**src/hdl/fast_detect_defines.vh**
```
// Register map, field positions and reset values of the overrange detect block
`ifndef FAST_DETECT_DEFINES_VH
`define FAST_DETECT_DEFINES_VH

// ----------------------------------------
// Register offsets
// ----------------------------------------
`define ADDR_DETECT_PIN_CONTROL  12'h0245
`define ADDR_UPPER_THRESHOLD_LOW 12'h0247
`define ADDR_UPPER_THRESHOLD_HIGH 12'h0248
`define ADDR_LOWER_THRESHOLD_LOW 12'h0249
`define ADDR_LOWER_THRESHOLD_HIGH 12'h024A
`define ADDR_DWELL_COUNT_LOW     12'h024B
`define ADDR_DWELL_COUNT_HIGH    12'h024C
`define ADDR_MONITOR_SYNC_CONTROL 12'h026F
`define ADDR_IRQ_STATUS          12'h0280
`define ADDR_IRQ_MASK            12'h0281

// ----------------------------------------
// Field positions
// ----------------------------------------
`define BIT_DETECT_ENABLE        0
`define BIT_FORCE_VALUE          2
`define BIT_FORCE_ENABLE         3
`define BIT_SYNC_ENABLE          0
`define BIT_SYNC_NEXT_MODE       1
`define BIT_IRQ_FLAG_SET         0
`define BIT_IRQ_FLAG_CLEAR       1
`define BIT_IRQ_SYNC_DONE        2

// ----------------------------------------
// Reset values
// ----------------------------------------
`define RST_REG8                 8'h00
`define RST_IRQ3                 3'h0
`define RST_DWELL                16'h0000

`endif

```
**src/hdl/dwell_timer.v**
```verilog
// Dwell counter that measures how long the magnitude stays at or below the lower threshold
`timescale 1ns/1ps
`default_nettype none
`include "fast_detect_defines.vh"

module dwell_timer (
  // Clock and reset
  input wire clk,
  input wire srst,
  // Control
  input wire restart,
  input wire [15:0] load_value,
  // Status
  output reg expired
);

  reg [15:0] count_q;

  // ----------------------------------------
  // Counter
  // ----------------------------------------
  // Restart reloads; counting down to zero marks the dwell as served
  always @(posedge clk) begin
    if (srst) begin
      count_q <= `RST_DWELL;
      expired <= 1'b0;
    end else if (restart) begin
      count_q <= load_value;
      expired <= 1'b0;
    end else if (count_q != 16'h0000) begin
      count_q <= count_q - 16'h0001;
      expired <= (count_q == 16'h0001);
    end else begin
      expired <= 1'b1;
    end
  end

endmodule
`default_nettype wire

```
**src/hdl/fast_detect_monitor.v**
```verilog
// Overrange detect pin logic with thresholds, dwell, forcing and monitor sync control
// Notes on behaviour
// - With the force bit set the detect pin takes the software value, otherwise it follows detection.
// - While forced, the detect pin equals the force value bit of the control register.
// - The enable bit switches threshold detection off at 0 and on at 1.
// - The magnitude is compared with a 13-bit upper threshold split into 8 low and 5 high bits.
// - The magnitude is compared with a 13-bit lower threshold split the same way.
// - With detection enabled, the pin drops to 0 only after the data stays at or below the lower threshold for the 16-bit dwell count.
// - Sync mode bit 0 resynchronises on every reference edge; 1 uses only the next edge.
// - In next-edge mode the sync enable bit clears itself once the edge is captured.
// - The sync enable bit gates all alignment, which also needs the reference input enabled.
`timescale 1ns/1ps
`default_nettype none
`include "fast_detect_defines.vh"

module fast_detect_monitor (
  // Clock and reset
  input wire I_CLK,
  input wire I_SRST,
  // Register port
  input wire [11:0] I_ADDR,
  input wire [7:0] I_WDATA,
  input wire I_WR,
  input wire I_RD,
  output reg [7:0] O_RDATA,
  // Converter data path
  input wire [12:0] I_FINE_MAG,
  // Reference input
  input wire I_SYSREF,
  input wire I_SYSREF_ENABLE,
  // Outputs
  output reg O_OVERRANGE_FLAG_PIN,
  output reg O_MONITOR_ALIGN,
  output reg O_IRQ
);

  // ----------------------------------------
  // Registers
  // ----------------------------------------
  reg [7:0] ctrl_q;
  reg [7:0] up_lo_q;
  reg [4:0] up_hi_q;
  reg [7:0] lo_lo_q;
  reg [4:0] lo_hi_q;
  reg [7:0] dw_lo_q;
  reg [7:0] dw_hi_q;
  reg [1:0] sync_q;
  reg [2:0] irq_stat_q;
  reg [2:0] irq_mask_q;
  reg detect_q;
  reg sref_m_q;
  reg sref_s_q;
  reg sref_d_q;
  reg sref_en_m_q;
  reg sref_en_s_q;

  wire [12:0] upper_thr = {up_hi_q, up_lo_q};
  wire [12:0] lower_thr = {lo_hi_q, lo_lo_q};
  wire [15:0] dwell_load = {dw_hi_q, dw_lo_q};
  wire above_upper = (I_FINE_MAG > upper_thr);
  wire above_lower = (I_FINE_MAG > lower_thr);
  wire det_en = ctrl_q[`BIT_DETECT_ENABLE];
  wire dwell_done;
  wire dwell_restart = ~det_en | above_lower;

  // ----------------------------------------
  // Reference synchroniser and edge detect
  // ----------------------------------------
  // Pins are asynchronous: two flops before any logic looks at them
  always @(posedge I_CLK) begin
    if (I_SRST) begin
      sref_m_q <= 1'b0;
      sref_s_q <= 1'b0;
      sref_d_q <= 1'b0;
      sref_en_m_q <= 1'b0;
      sref_en_s_q <= 1'b0;
    end else begin
      sref_m_q <= I_SYSREF;
      sref_s_q <= sref_m_q;
      sref_d_q <= sref_s_q;
      sref_en_m_q <= I_SYSREF_ENABLE;
      sref_en_s_q <= sref_en_m_q;
    end
  end

  wire sref_rise = sref_s_q & ~sref_d_q;
  // Alignment only with sync enabled and the reference input enabled
  wire align_now = sref_rise & sref_en_s_q & sync_q[`BIT_SYNC_ENABLE];
  // Continuous mode relies on the reference period being a multiple of the monitor period
  wire next_done = align_now & sync_q[`BIT_SYNC_NEXT_MODE];

  // ----------------------------------------
  // Dwell counter
  // ----------------------------------------
  dwell_timer u_dwell (
    .clk(I_CLK),
    .srst(I_SRST),
    .restart(dwell_restart),
    .load_value(dwell_load),
    .expired(dwell_done)
  );

  // ----------------------------------------
  // Detection state
  // ----------------------------------------
  // Raised at once over the upper threshold; while enabled, released only after the dwell, cleared at once when disabled
  always @(posedge I_CLK) begin
    if (I_SRST) begin
      detect_q <= 1'b0;
    end else if (!det_en) begin
      detect_q <= 1'b0;
    end else if (above_upper) begin
      detect_q <= 1'b1;
    end else if (dwell_done && !above_lower) begin
      detect_q <= 1'b0;
    end
  end

  wire det_rise = det_en & above_upper & ~detect_q;
  wire det_fall = det_en & detect_q & ~above_upper & dwell_done & ~above_lower;

  // ----------------------------------------
  // Output pin and align pulse
  // ----------------------------------------
  // Forcing overrides even a disabled detector, so the pin can be tested alone
  always @(posedge I_CLK) begin
    if (I_SRST) begin
      O_OVERRANGE_FLAG_PIN <= 1'b0;
      O_MONITOR_ALIGN <= 1'b0;
    end else begin
      if (ctrl_q[`BIT_FORCE_ENABLE]) begin
        O_OVERRANGE_FLAG_PIN <= ctrl_q[`BIT_FORCE_VALUE];
      end else begin
        O_OVERRANGE_FLAG_PIN <= detect_q;
      end
      O_MONITOR_ALIGN <= align_now;
    end
  end

  // ----------------------------------------
  // Register writes
  // ----------------------------------------
  // Hardware clear of the sync enable wins over a same-cycle software write
  always @(posedge I_CLK) begin
    if (I_SRST) begin
      ctrl_q <= `RST_REG8;
      up_lo_q <= `RST_REG8;
      up_hi_q <= 5'h00;
      lo_lo_q <= `RST_REG8;
      lo_hi_q <= 5'h00;
      dw_lo_q <= `RST_REG8;
      dw_hi_q <= `RST_REG8;
      sync_q <= 2'h0;
      irq_mask_q <= `RST_IRQ3;
    end else begin
      if (I_WR) begin
        if (I_ADDR == `ADDR_DETECT_PIN_CONTROL) begin
          ctrl_q <= {4'h0, I_WDATA[3:2], 1'b0, I_WDATA[0]};
        end else if (I_ADDR == `ADDR_UPPER_THRESHOLD_LOW) begin
          up_lo_q <= I_WDATA;
        end else if (I_ADDR == `ADDR_UPPER_THRESHOLD_HIGH) begin
          up_hi_q <= I_WDATA[4:0];
        end else if (I_ADDR == `ADDR_LOWER_THRESHOLD_LOW) begin
          lo_lo_q <= I_WDATA;
        end else if (I_ADDR == `ADDR_LOWER_THRESHOLD_HIGH) begin
          lo_hi_q <= I_WDATA[4:0];
        end else if (I_ADDR == `ADDR_DWELL_COUNT_LOW) begin
          dw_lo_q <= I_WDATA;
        end else if (I_ADDR == `ADDR_DWELL_COUNT_HIGH) begin
          dw_hi_q <= I_WDATA;
        end else if (I_ADDR == `ADDR_MONITOR_SYNC_CONTROL) begin
          sync_q <= I_WDATA[1:0];
        end else if (I_ADDR == `ADDR_IRQ_MASK) begin
          irq_mask_q <= I_WDATA[2:0];
        end
      end
      if (next_done) begin
        sync_q[`BIT_SYNC_ENABLE] <= 1'b0;
      end
    end
  end

  // ----------------------------------------
  // Interrupt status
  // ----------------------------------------
  // Sticky flags, write one to clear; a new event in the clear cycle is kept
  wire [2:0] irq_events = {next_done, det_fall, det_rise};
  wire [2:0] irq_clear = (I_WR && I_ADDR == `ADDR_IRQ_STATUS) ? I_WDATA[2:0] : 3'h0;

  always @(posedge I_CLK) begin
    if (I_SRST) begin
      irq_stat_q <= `RST_IRQ3;
      O_IRQ <= 1'b0;
    end else begin
      irq_stat_q <= (irq_stat_q & ~irq_clear) | irq_events;
      O_IRQ <= |(((irq_stat_q & ~irq_clear) | irq_events) & irq_mask_q);
    end
  end

  // ----------------------------------------
  // Register reads
  // ----------------------------------------
  // Data stand one cycle after the read strobe; unmapped offsets read zero
  always @(posedge I_CLK) begin
    if (I_SRST) begin
      O_RDATA <= `RST_REG8;
    end else if (I_RD) begin
      if (I_ADDR == `ADDR_DETECT_PIN_CONTROL) begin
        O_RDATA <= ctrl_q;
      end else if (I_ADDR == `ADDR_UPPER_THRESHOLD_LOW) begin
        O_RDATA <= up_lo_q;
      end else if (I_ADDR == `ADDR_UPPER_THRESHOLD_HIGH) begin
        O_RDATA <= {3'h0, up_hi_q};
      end else if (I_ADDR == `ADDR_LOWER_THRESHOLD_LOW) begin
        O_RDATA <= lo_lo_q;
      end else if (I_ADDR == `ADDR_LOWER_THRESHOLD_HIGH) begin
        O_RDATA <= {3'h0, lo_hi_q};
      end else if (I_ADDR == `ADDR_DWELL_COUNT_LOW) begin
        O_RDATA <= dw_lo_q;
      end else if (I_ADDR == `ADDR_DWELL_COUNT_HIGH) begin
        O_RDATA <= dw_hi_q;
      end else if (I_ADDR == `ADDR_MONITOR_SYNC_CONTROL) begin
        O_RDATA <= {6'h00, sync_q};
      end else if (I_ADDR == `ADDR_IRQ_STATUS) begin
        O_RDATA <= {5'h00, irq_stat_q};
      end else if (I_ADDR == `ADDR_IRQ_MASK) begin
        O_RDATA <= {5'h00, irq_mask_q};
      end else begin
        O_RDATA <= 8'h00;
      end
    end else begin
      O_RDATA <= 8'h00;
    end
  end

endmodule
`default_nettype wire

```
**config.mk**
```make
export PLATFORM = sky130hd
export DESIGN_NAME = fast_detect_monitor
export DESIGN_NICKNAME = d
export VERILOG_FILES = /design/src/hdl/dwell_timer.v /design/src/hdl/fast_detect_monitor.v
export VERILOG_INCLUDE_DIRS = /design/src /design/src/hdl
export SDC_FILE = /design/constraint.sdc
export NUM_CORES = 1
export LEC_CHECK = 0
export BUFFER_PORTS_ARGS = -buffer_cell sky130_fd_sc_hd__buf_4
export CORE_UTILIZATION = 40
export CTS_CLUSTER_SIZE = 12
export DETAILED_ROUTE_END_ITERATION = 10
export GPL_TIMING_DRIVEN = 0
export MAX_ROUTING_LAYER = met4
export PLACE_DENSITY_LB_ADDON = 0.1
export SETUP_SLACK_MARGIN = 0.15
export SLEW_MARGIN = 25
export SYNTH_ARGS = -nofsm -noshare
export SYNTH_HDL_FRONTEND = slang
export SYNTH_SLANG_ARGS = --single-unit
```
**constraint.sdc**
```tcl
create_clock -name I_CLK -period 4.02 [get_ports I_CLK]
set_input_delay 0.402 -clock I_CLK [delete_from_list [all_inputs] [get_ports I_CLK]]
set_output_delay 0.402 -clock I_CLK [all_outputs]
set_load 0.02 [all_outputs]
```
Word level (Yosys, flattened, before mapping):

Index checks and enable logic that the tools add are counted.

* flip-flop bits (word level): 87
* output and inout port bits: 11
* word-level logic and storage cells: 105

* add/sub/neg operators: 1
* magnitude comparators: 2
* equality and inequality tests: 11
* mux-type cells: 17
* bitwise operators: 29
* reductions and logical operators: 21

Operator list (count)
* 12-bit by 10-bit equality test with 1-bit output (second input constant): 10
* 8-bit two-way mux: 6
* 16-bit two-way mux: 2
* 13-bit greater-than comparator: 2
* 16-bit by 1-bit equality test with 1-bit output (second input constant): 1
* 16-bit nonzero test: 1
* 16-bit by 1-bit subtractor with 16-bit output (second input constant): 1
* 1-bit inverter: 14
* 3-bit two-way mux: 4
* 1-bit bitwise AND: 10
* 10-bit AND reduction: 1
* 9-bit AND reduction: 1
* 8-bit AND reduction: 1
* 2-bit OR reduction: 4
* 7-bit AND reduction: 1
* 3-bit bitwise AND: 2
* 6-bit AND reduction: 1
* 3-bit OR reduction: 2
* 5-bit AND reduction: 1
* 1-bit two-way mux: 4
* 4-bit two-way mux: 1
* 4-bit AND reduction: 1
* 2-bit nonzero test: 2
* 3-bit inverter: 1
* other kinds (6): 7

Depth between registers and ports, before layout:

Gate-level depths: netlist of run 1.

* depth after elaboration: 11
* depth in mapped cells: 9
* depth with buffers taken out: 8

Cells and area by module:

A second synthesis of run 1 with hierarchy kept.

* cell total of the unflattened synthesis: 577
* area total of the unflattened synthesis: 4864.7 um^2

By module, submodules not included
* fast_detect_monitor: instances 1, cells each 443, area an instance 3777.4 um^2, sequential area each 1401.3 um^2
* dwell_timer: instances 1, cells each 134, area an instance 1087.3 um^2, sequential area each 340.3 um^2

Worst setup path before layout of run 1:

OpenSTA, ideal clock, no wires.

* kind: input-to-reg
* start point: in I_FINE_MAG[10]
* end point: reg u_dwell.count_q[0]
* library setup time: 0.128 ns
* data arrival time: 2.235 ns
* data required time: 3.892 ns
* path slack: 1.657 ns
* stages on the path: 8
* path through: ha_1 > a211o_1 > a21o_1 > or4b_4 > o21ai_4 > buf_6 > mux2i_1 > nor2_1

* cells in the longest elaborated chain, start to end: 3
* elaborated cells on any way between the ends: 4

Ends and longest elaborated chain
* start, declared: RTL line fast_detect_monitor.v:27 `input wire [12:0] I_FINE_MAG,`
* 13-bit greater-than comparator *: RTL line fast_detect_monitor.v:61 `wire above_lower = (I_FINE_MAG > lower_thr);`
* 1-bit bitwise OR *: RTL line fast_detect_monitor.v:64 `wire dwell_restart = ~det_en | above_lower;`
* 16-bit two-way mux / 2-bit nonzero test (equally long branches)
* end signal, assigned: RTL line dwell_timer.v:25 `` count_q <= `RST_DWELL; ``
* end signal, assigned: RTL line dwell_timer.v:28 `count_q <= load_value;`
* end signal, assigned: RTL line dwell_timer.v:31 `count_q <= count_q - 16'h0001;`
* end, declared: RTL line dwell_timer.v:17 `reg [15:0] count_q;`

Mark *: on every way between the ends. The rest lies on a longest branch, timed or not.
A chain may end at the register's enable or synchronous reset.

Worst setup path in the final report of run 1:

* start point: reg lo_lo_q[2]
* end point: reg irq_stat_q[1]

* cells in the longest elaborated chain, start to end: 4

Ends and longest elaborated chain
* start, declared: RTL line fast_detect_monitor.v:43 `reg [7:0] lo_lo_q;`
* start signal, assigned: RTL line fast_detect_monitor.v:149 `` lo_lo_q <= `RST_REG8; ``
* 13-bit greater-than comparator: RTL line fast_detect_monitor.v:61
* 1-bit inverter: RTL line fast_detect_monitor.v:120 `wire det_fall = det_en & detect_q & ~above_upper & dwell_done & ~above_lower;`
* 1-bit bitwise AND: RTL line fast_detect_monitor.v:120
* 3-bit bitwise OR: RTL line fast_detect_monitor.v:195 `irq_stat_q <= (irq_stat_q & ~irq_clear) | irq_events;`
* end signal, assigned: RTL line fast_detect_monitor.v:192 `` irq_stat_q <= `RST_IRQ3; ``
* end signal, assigned: RTL line fast_detect_monitor.v:195
* end, declared: RTL line fast_detect_monitor.v:48 `reg [2:0] irq_stat_q;`

No other way between the ends.

==> results.ini, run 1 <==
[outcome]
violations = design-rule violations
status = finished with violations

[clocking]
numCtsBuffers = 9
cts_resized = 0
post-cts-setup-buffers = 0
clock-root-buffer = clkbuf_16
clock_latency_ns = 0.34
hold_buffers = 0
clkSinkCount = 87
clk_pin_slew_ns = 0.06
clk_path_buf_depth = 2
h-tree-depth = 3
cts_tree = done

[drt]
ant_nets = 0
vias = 4261
vias_per_cell = 5.599
wl_per_cell_um = 18.00
drt-total-wl_um = 13700
drtIter0Drc = 316
drt_pass1_iterations = 7
drc = 2

[die]
die_h_um = 112.2
die-area_um2 = 12580
chipWidth_um = 112.2
start_util_pct = 41.81
ios = 50
row_count = 39
core_area_um2 = 11610

[synthesis]
ys.flop_type = dfxtp_1
ys_seq_elements = 87
syn_avg_cell_area_um2 = 8.687
synth_edf_count = 0
yosysSeqAreaShare_pct = 35.87
ys_warn_count = 0
postSynthCellCount = 559
synth.cell_area_um2 = 4856
synthesis.nets = 626
ys_types = 76
async_flop_share_pct = 0

[final_layout]
stdcell_area_um2 = 5674
fillers = 1155
diodes = 0
seq_area_um2 = 1742
drive_gt1_share_pct = 15.70
area_delta_synth_final_pct = 16.85
fin_nets = 680
multiInputGateArea_um2 = 2855

[timing]
timing.fmax_ghz = 0.3929
fin_tns_setup_ns = 0
slew_headroom_pct = 44.10
fin_skew_ns = 0.004767
setup_viol = 0
hold_viol_final = 0
rsz0062_at_grt = no
max_slew.worst_pin.slew_ns = 0.8277
drv_slew = 0
min_period_ns = 2.545
timing.final.crit_share_pct = 63.31

[worst_setup_path]
startpoint_type = flop
crit_type = flop to flop
worstPathMaxFanout = 3
r2r-start = lo_lo_q[2]$_SDFFE_PP0P_
crit_start = lo_lo_q[2]$_SDFFE_PP0P_
worstSetupEndpointType = flop
cp_data_arrival_time_ns = 2.82
worstPathRequired_ns = 4.29

[power_and_ir_drop]
p_seq_share_pct = 45.7
powerDensity_nw_per_um2 = 333.5
combPwrFrac_pct = 7.1
peakVddDrop_v = 0.0002220
p_leak_nw = 2.194
p_int_mw = 1.461
switching_share_pct = 22.79
power_switching_mw = 0.4312
clockPowerShare_pct = 47.2

[global_routing]
grt_pass1_wl_um = 21950
grt_usage_pct = 23.33
grt_overflow = 0
first_global_vias = 4093
grt_max_degree = 15
antenna_found_initial = 0

[place]
dp_hpwl_um = 10520
place.gp.congestion = 0.9755
portBuffers = 43
placed_cell_area_um2 = 5358

[flow_run]
drv_cap = 0

[worst_hold_path]
min_path_type = input port to flop
worstHoldStart = I_SYSREF

[layer usage]
layer	vias to the layer above	global-route usage, %	share of wire, %
met5	-	-	0
met4	0	6.311	1.3
met3	14	3.942	5.0
met2	113	36.73	46
met1	2008	30.96	47
li1	2126	-	-
[area by class of cell]
cell class,count,share of cell area (%)
Multi-Input combinational cell,411,50.32
Clock buffer,11,4.101
Buffer,30,2.536
Inverter,31,2.051
Timing Repair Buffer,43,5.689
Clock inverter,5,1.455
Sequential cell,87,30.69
Tap cell,143,3.153
[path summary, 6_finish.rpt]
check / end / slack, ns / cells past startpoint
worst max-delay path: irq_stat_q[1]$_SDFF_PP0_ / 1.47 / 8
worst min-delay path: sref_m_q$_SDFF_PP0_ / 0.27 / 2
worst max register to register: irq_stat_q[1]$_SDFF_PP0_ / 1.47 / 8
worst min register to register: sref_en_s_q$_SDFF_PP0_ / 0.43 / 1
[flip-flops by register name (all words and copies together) (netlist names), 3 cells and up]
| register | count |
|---|---|
| u_dwell.count_q | 16 |
| O_RDATA | 8 |
| dw_hi_q | 8 |
| dw_lo_q | 8 |
| lo_lo_q | 8 |
| up_lo_q | 8 |
| lo_hi_q | 5 |
| up_hi_q | 5 |
| ctrl_q | 3 |
| irq_mask_q | 3 |
| irq_stat_q | 3 |
[Yosys cell counts (all sizes together), types with 3 or more instances]
library cell	number	area [um^2]
nor4	10	92.59
nand2	40	150.1
nor4b	3	32.53
or3b	3	28.78
a22oi	9	67.56
nand2b	5	31.28
xnor2	8	70.07
o21ai	19	106.4
mux2i	46	460.4
a21oi	39	195.2
nand3	27	165.2
nor2	75	306.5
or4b	3	33.78
buf	10	67.56
or3	3	18.77
dfxtp	87	1742
ha	28	350.3
inv	31	116.4
clkbuf	20	76.32
and3	3	18.77
or4	4	30.03
a211oi	8	60.06
or2	4	27.53
nor3	11	71.32
a22o	3	35.04
nor2b	10	62.56
o211ai	4	30.03
a222oi	3	30.03
nand4	5	31.28
[worst max-delay path, cell delays in order (launching register included)]
cell and delay (ns):
dfxtp_1 0.37, inv_1 0.08, ha_1 0.29, o21ai_0 0.17, a21oi_1 0.07, o31a_1 0.29, o41ai_1 0.75, o211ai_1 0.26
a21oi_1 0.19
[per-stage QoR]
| stage | hold slack [ns] | util [%] | total power [mW] | cells | worst slack, ns |
|---|---|---|---|---|---|
| 2_1_floorplan | 0.4138 | - | 0.9526 | 559 | 1.658 |
| 3_3_place_gp | 0.4176 | 46.13 | 1.014 | 745 | 1.175 |
| 3_5_place_dp | 0.4223 | 46.13 | 1.017 | 745 | 1.191 |
| 4_1_cts | 0.2666 | 48.85 | 1.905 | 761 | 1.290 |
| 5_1_grt | 0.2689 | 48.86 | 1.953 | 761 | 1.216 |
| 6_report | 0.2709 | 48.86 | 1.892 | 761 | 1.475 |
[power by group through the flow]
stage	sequential (mW)	combinational, mW	clock, mW
final	0.864	0.135	0.893
after global routing	0.864	0.148	0.941
after CTS	0.864	0.134	0.907
after detailed placement	0.884	0.133	0
after global placement	0.884	0.130	0
after floorplan	0.884	0.0689	0
[kinds of logic (layout without fill, tap and decap cells)]
| logic type | after synthesis | after routing | share of synthesized area, % |
|---|---|---|---|
| flip-flops | 87 | 87 | 35.87 |
| AND/OR/NAND/NOR | 216 | 216 | 24.53 |
| multiplexers | 47 | 47 | 9.714 |
| adder cells (fa/ha/maj) | 28 | 28 | 7.215 |
| buffers and inverters | 61 | 120 | 5.359 |
| XOR/XNOR | 8 | 8 | 1.443 |
| AO/OA/AOI/OAI | 112 | 112 | 15.87 |
[placed cells by master (no fill, tap or decap), types with 3 or more instances in the layout]
cell        Yosys  final
dfxtp_1        87     87
nor2_1         71     71
mux2i_1        46     46
buf_4           2     45
nand2_1        40     40
a21oi_1        39     39
inv_1          31     31
ha_1           28     28
nand3_1        24     24
clkbuf_1       19     21
o21ai_0        18     18
nor2b_1        10     10
nor3_1          9      9
a22oi_1         9      9
clkbuf_16       0      9
nor4_1          8      8
a211oi_1        8      8
xnor2_1         8      8
buf_2           6      6
nand4_1         5      5
nand2b_1        5      5
o211ai_1        4      4
or4_1           4      4
or3_1           3      3
or2_2           3      3
nor2_4          3      3
and3_1          3      3
a222oi_1        3      3
clkinvlp_4      0      3
Power figures use the tool's default switching activity.
==> run 2, diff against run 1 <==
--- a/config.mk
+++ b/config.mk
@@ -6,6 +6,7 @@
 export SDC_FILE = /design/constraint.sdc
 export NUM_CORES = 1
 export LEC_CHECK = 0
+export ABC_AREA = 1
 export BUFFER_PORTS_ARGS = -buffer_cell sky130_fd_sc_hd__buf_4
 export CORE_UTILIZATION = 40
 export CTS_CLUSTER_SIZE = 12
==> constraint.sdc (replaced) <==
create_clock -name I_CLK -period 2.19 [get_ports I_CLK]
set_input_delay 0.219 -clock I_CLK [delete_from_list [all_inputs] [get_ports I_CLK]]
set_output_delay 0.219 -clock I_CLK [all_outputs]
set_load 0.02 [all_outputs]
==> results.ini, run 2 <==
[outcome]
status = completed

[timing]
hold_viol_final = 0
fin_tns_setup_ns = 0
timing.final.crit_share_pct = 87.94
min_period_ns = 1.926
rsz0062_at_grt = yes
setup_viol = 0
timing.fmax_ghz = 0.5193
fin_skew_ns = 0.006224
max_slew.worst_pin.slew_ns = 0.8878
slew_headroom_pct = 40.81
drv_slew = 0
setup_slack_ns = 0.2641

[synthesis]
syn_avg_cell_area_um2 = 7.323
synthesis.nets = 745
yosysSeqAreaShare_pct = 35.08
ys.flop_type = dfxtp_1
ys_warn_count = 0
ys_types = 42
synth.cell_area_um2 = 4965
synth.area.top_cells = dfxtp_1 (35%), nand2_1 (9.0%), a21oi_1 (7.4%), inv_1 (7.3%), ha_1 (7.1%)
synth_common_cells = nand2_1 (119), inv_1 (96), dfxtp_1 (87)
netlist.top_cell.by_area = dfxtp_1
postSynthCellCount = 678
yosysTopAreaCellShare_pct = 35.08
yosysMostFrequentCell = nand2_1
async_flop_share_pct = 0
synth_edf_count = 0
ys_seq_elements = 87

[global_routing]
grt_max_degree = 15
grt_pass1_wl_um = 22040
first_global_vias = 4343
grt_overflow = 0
grt_usage_pct = 23.24
antenna_found_initial = 0

[place]
portBuffers = 49
dp_hpwl_um = 10840
pre_cts_slack_ns = -0.01300
place.gp.congestion = 0.9043

[clocking]
h-tree-depth = 3
cts_tree = done
clock-root-buffer = clkbuf_16
clk_pin_slew_ns = 0.07
clk_path_buf_depth = 2
clkSinkCount = 87
clock_latency_ns = 0.34
hold_buffers = 0
numCtsBuffers = 9

[die]
start_util_pct = 41.16
row_count = 40
chipWidth_um = 113.4
die-area_um2 = 12860
ios = 50
core_area_um2 = 12060
die_h_um = 113.4

[drt]
drc = 0
drtIter0Drc = 247
drt_pass1_iterations = 5
drt-total-wl_um = 13840
wl_per_cell_um = 15.14
ant_nets = 0
vias_per_cell = 5.021
vias = 4589

[flow_run]
drv_cap = 0

[worst_setup_path]
r2r-start = lo_hi_q[2]$_SDFFE_PP0P_
reg2reg_depth = 11
rrSetupSlack_ns = 0.26
path_cells = inv_1, ha_1, a21oi_1, o21ai_0, a21oi_1, nand2_1, nand2_4, nand2_4, nor2_2, nand2_1, a21oi_1
crit_type = flop to flop
worstPathRequired_ns = 2.45
critical-path-top-delay-family = simple AND/OR/NAND/NOR gates
cp_data_arrival_time_ns = 2.19
worstSetupEndpointType = flop
critPathMaxStageDelay_ns = 0.31
slowest_stage = dfxtp_1
cp-endpoint = u_dwell.count_q[10]$_SDFFE_PP0P_
crit_start = lo_hi_q[2]$_SDFFE_PP0P_
worstPathBufferInverterCount = 1
r2r-end = u_dwell.count_q[10]$_SDFFE_PP0P_
path_depth = 11
startpoint_type = flop
worstPathMaxFanout = 6
cpMostUsedCell = a21oi_1

[power_and_ir_drop]
p_leak_nw = 2.592
clockPowerShare_pct = 49.0
p_seq_share_pct = 43.4
powerDensity_nw_per_um2 = 614.2
p_total_mw = 3.657
p_int_mw = 2.841
peakVddDrop_v = 0.0003626
combPwrFrac_pct = 7.6
switching_share_pct = 22.32
power_switching_mw = 0.8163

[final_layout]
final_cell_mix = nand2_1 (115), inv_1 (96), dfxtp_1 (86), a21oi_1 (73), nor2_1 (67)
drive_gt1_share_pct = 19.03
diodes = 0
fin_nets = 808
largest_register = u_dwell.count_q
area_delta_synth_final_pct = 19.93
largest_register_ffs = 16
final_common_cell = nand2_1

[worst_hold_path]
min_path_type = input port to flop

[run 2: how the worst min path moves through the flow]
stage	start	to	slack (ns)	cells after the start
final	I_SYSREF	sref_m_q$_SDFF_PP0_	0.09	3
after CTS	I_SYSREF_ENABLE	sref_en_m_q$_SDFF_PP0_	0.08	3
after detailed placement	sref_en_m_q$_SDFF_PP0_	sref_en_s_q$_SDFF_PP0_	0.40	2
after global routing	I_SYSREF	sref_m_q$_SDFF_PP0_	0.09	3
after global placement	sref_m_q$_SDFF_PP0_	sref_s_q$_SDFF_PP0_	0.39	2
after floorplan	I_SYSREF_ENABLE	sref_en_m_q$_SDFF_PP0_	0.33	2
[run 2: per-stage QoR]
step	instance area (um^2)	hold slack, ns	utilization, %	cells
3_5_place_dp	5543	0.3981	45.95	895
4_1_cts	5907	0.08438	48.97	912
2_1_floorplan	4965	0.3260	-	678
5_1_grt	5954	0.09043	49.37	914
3_3_place_gp	5543	0.3895	45.95	895
6_report	5954	0.09072	49.37	914
[run 2: worst reg2reg max path: stages, from the launching register on]
cell and delay, ns:
dfxtp_1 0.31, inv_1 0.06, ha_1 0.30, a21oi_1 0.17
o21ai_0 0.10, a21oi_1 0.12, nand2_1 0.09, nand2_4 0.11
nand2_4 0.10, nor2_2 0.26, nand2_1 0.10, a21oi_1 0.13
[run 2: kinds of logic after synthesis]
kind of cell / after synthesis / share of synthesized area, %
AOI/OAI and AO/OA: 161 / 18.80
xor gates and xnor gates: 10 / 1.764
adders and majority gates: 28 / 7.057
buffers and inverters: 119 / 9.778
DFF: 87 / 35.08
and+or+nand+nor: 273 / 27.52
[run 2: timing repair]
item                       in CTS  in global routing
setup endpoints to repair      11                 17
pin swaps                       1                  3
resized for setup               4                 13
setup buffers                   1                  2
[run 2: area by class of cell]
type | count | area, um^2
clock inverters | 5 | 103.9
inverters | 105 | 399.1
well taps | 168 | 210.2
fillers | 1237 | 6107
plain buffers | 14 | 86.33
multi-input cells | 472 | 2779
clock buffers | 11 | 242.7
flip-flops and latches | 87 | 1743
repair buffers | 52 | 390.4
[run 2: power by group through the flow]
stage	clock (mW)	sequential, mW	combinational, mW
4_1_cts	1.81	1.59	0.272
5_1_grt	1.88	1.59	0.309
2_1_floorplan	0	1.62	0.140
3_5_place_dp	0	1.62	0.270
3_3_place_gp	0	1.62	0.264
6_report	1.79	1.59	0.278
[run 2: layer usage]
metal | global-route usage, % | part of all wire, % | routed length, um
met5 | - | 0 | 0
met1 | 32.04 | 50 | 6880
met3 | 3.666 | 4.9 | 678
met2 | 35.58 | 45 | 6163
met4 | 5.789 | 0.82 | 113
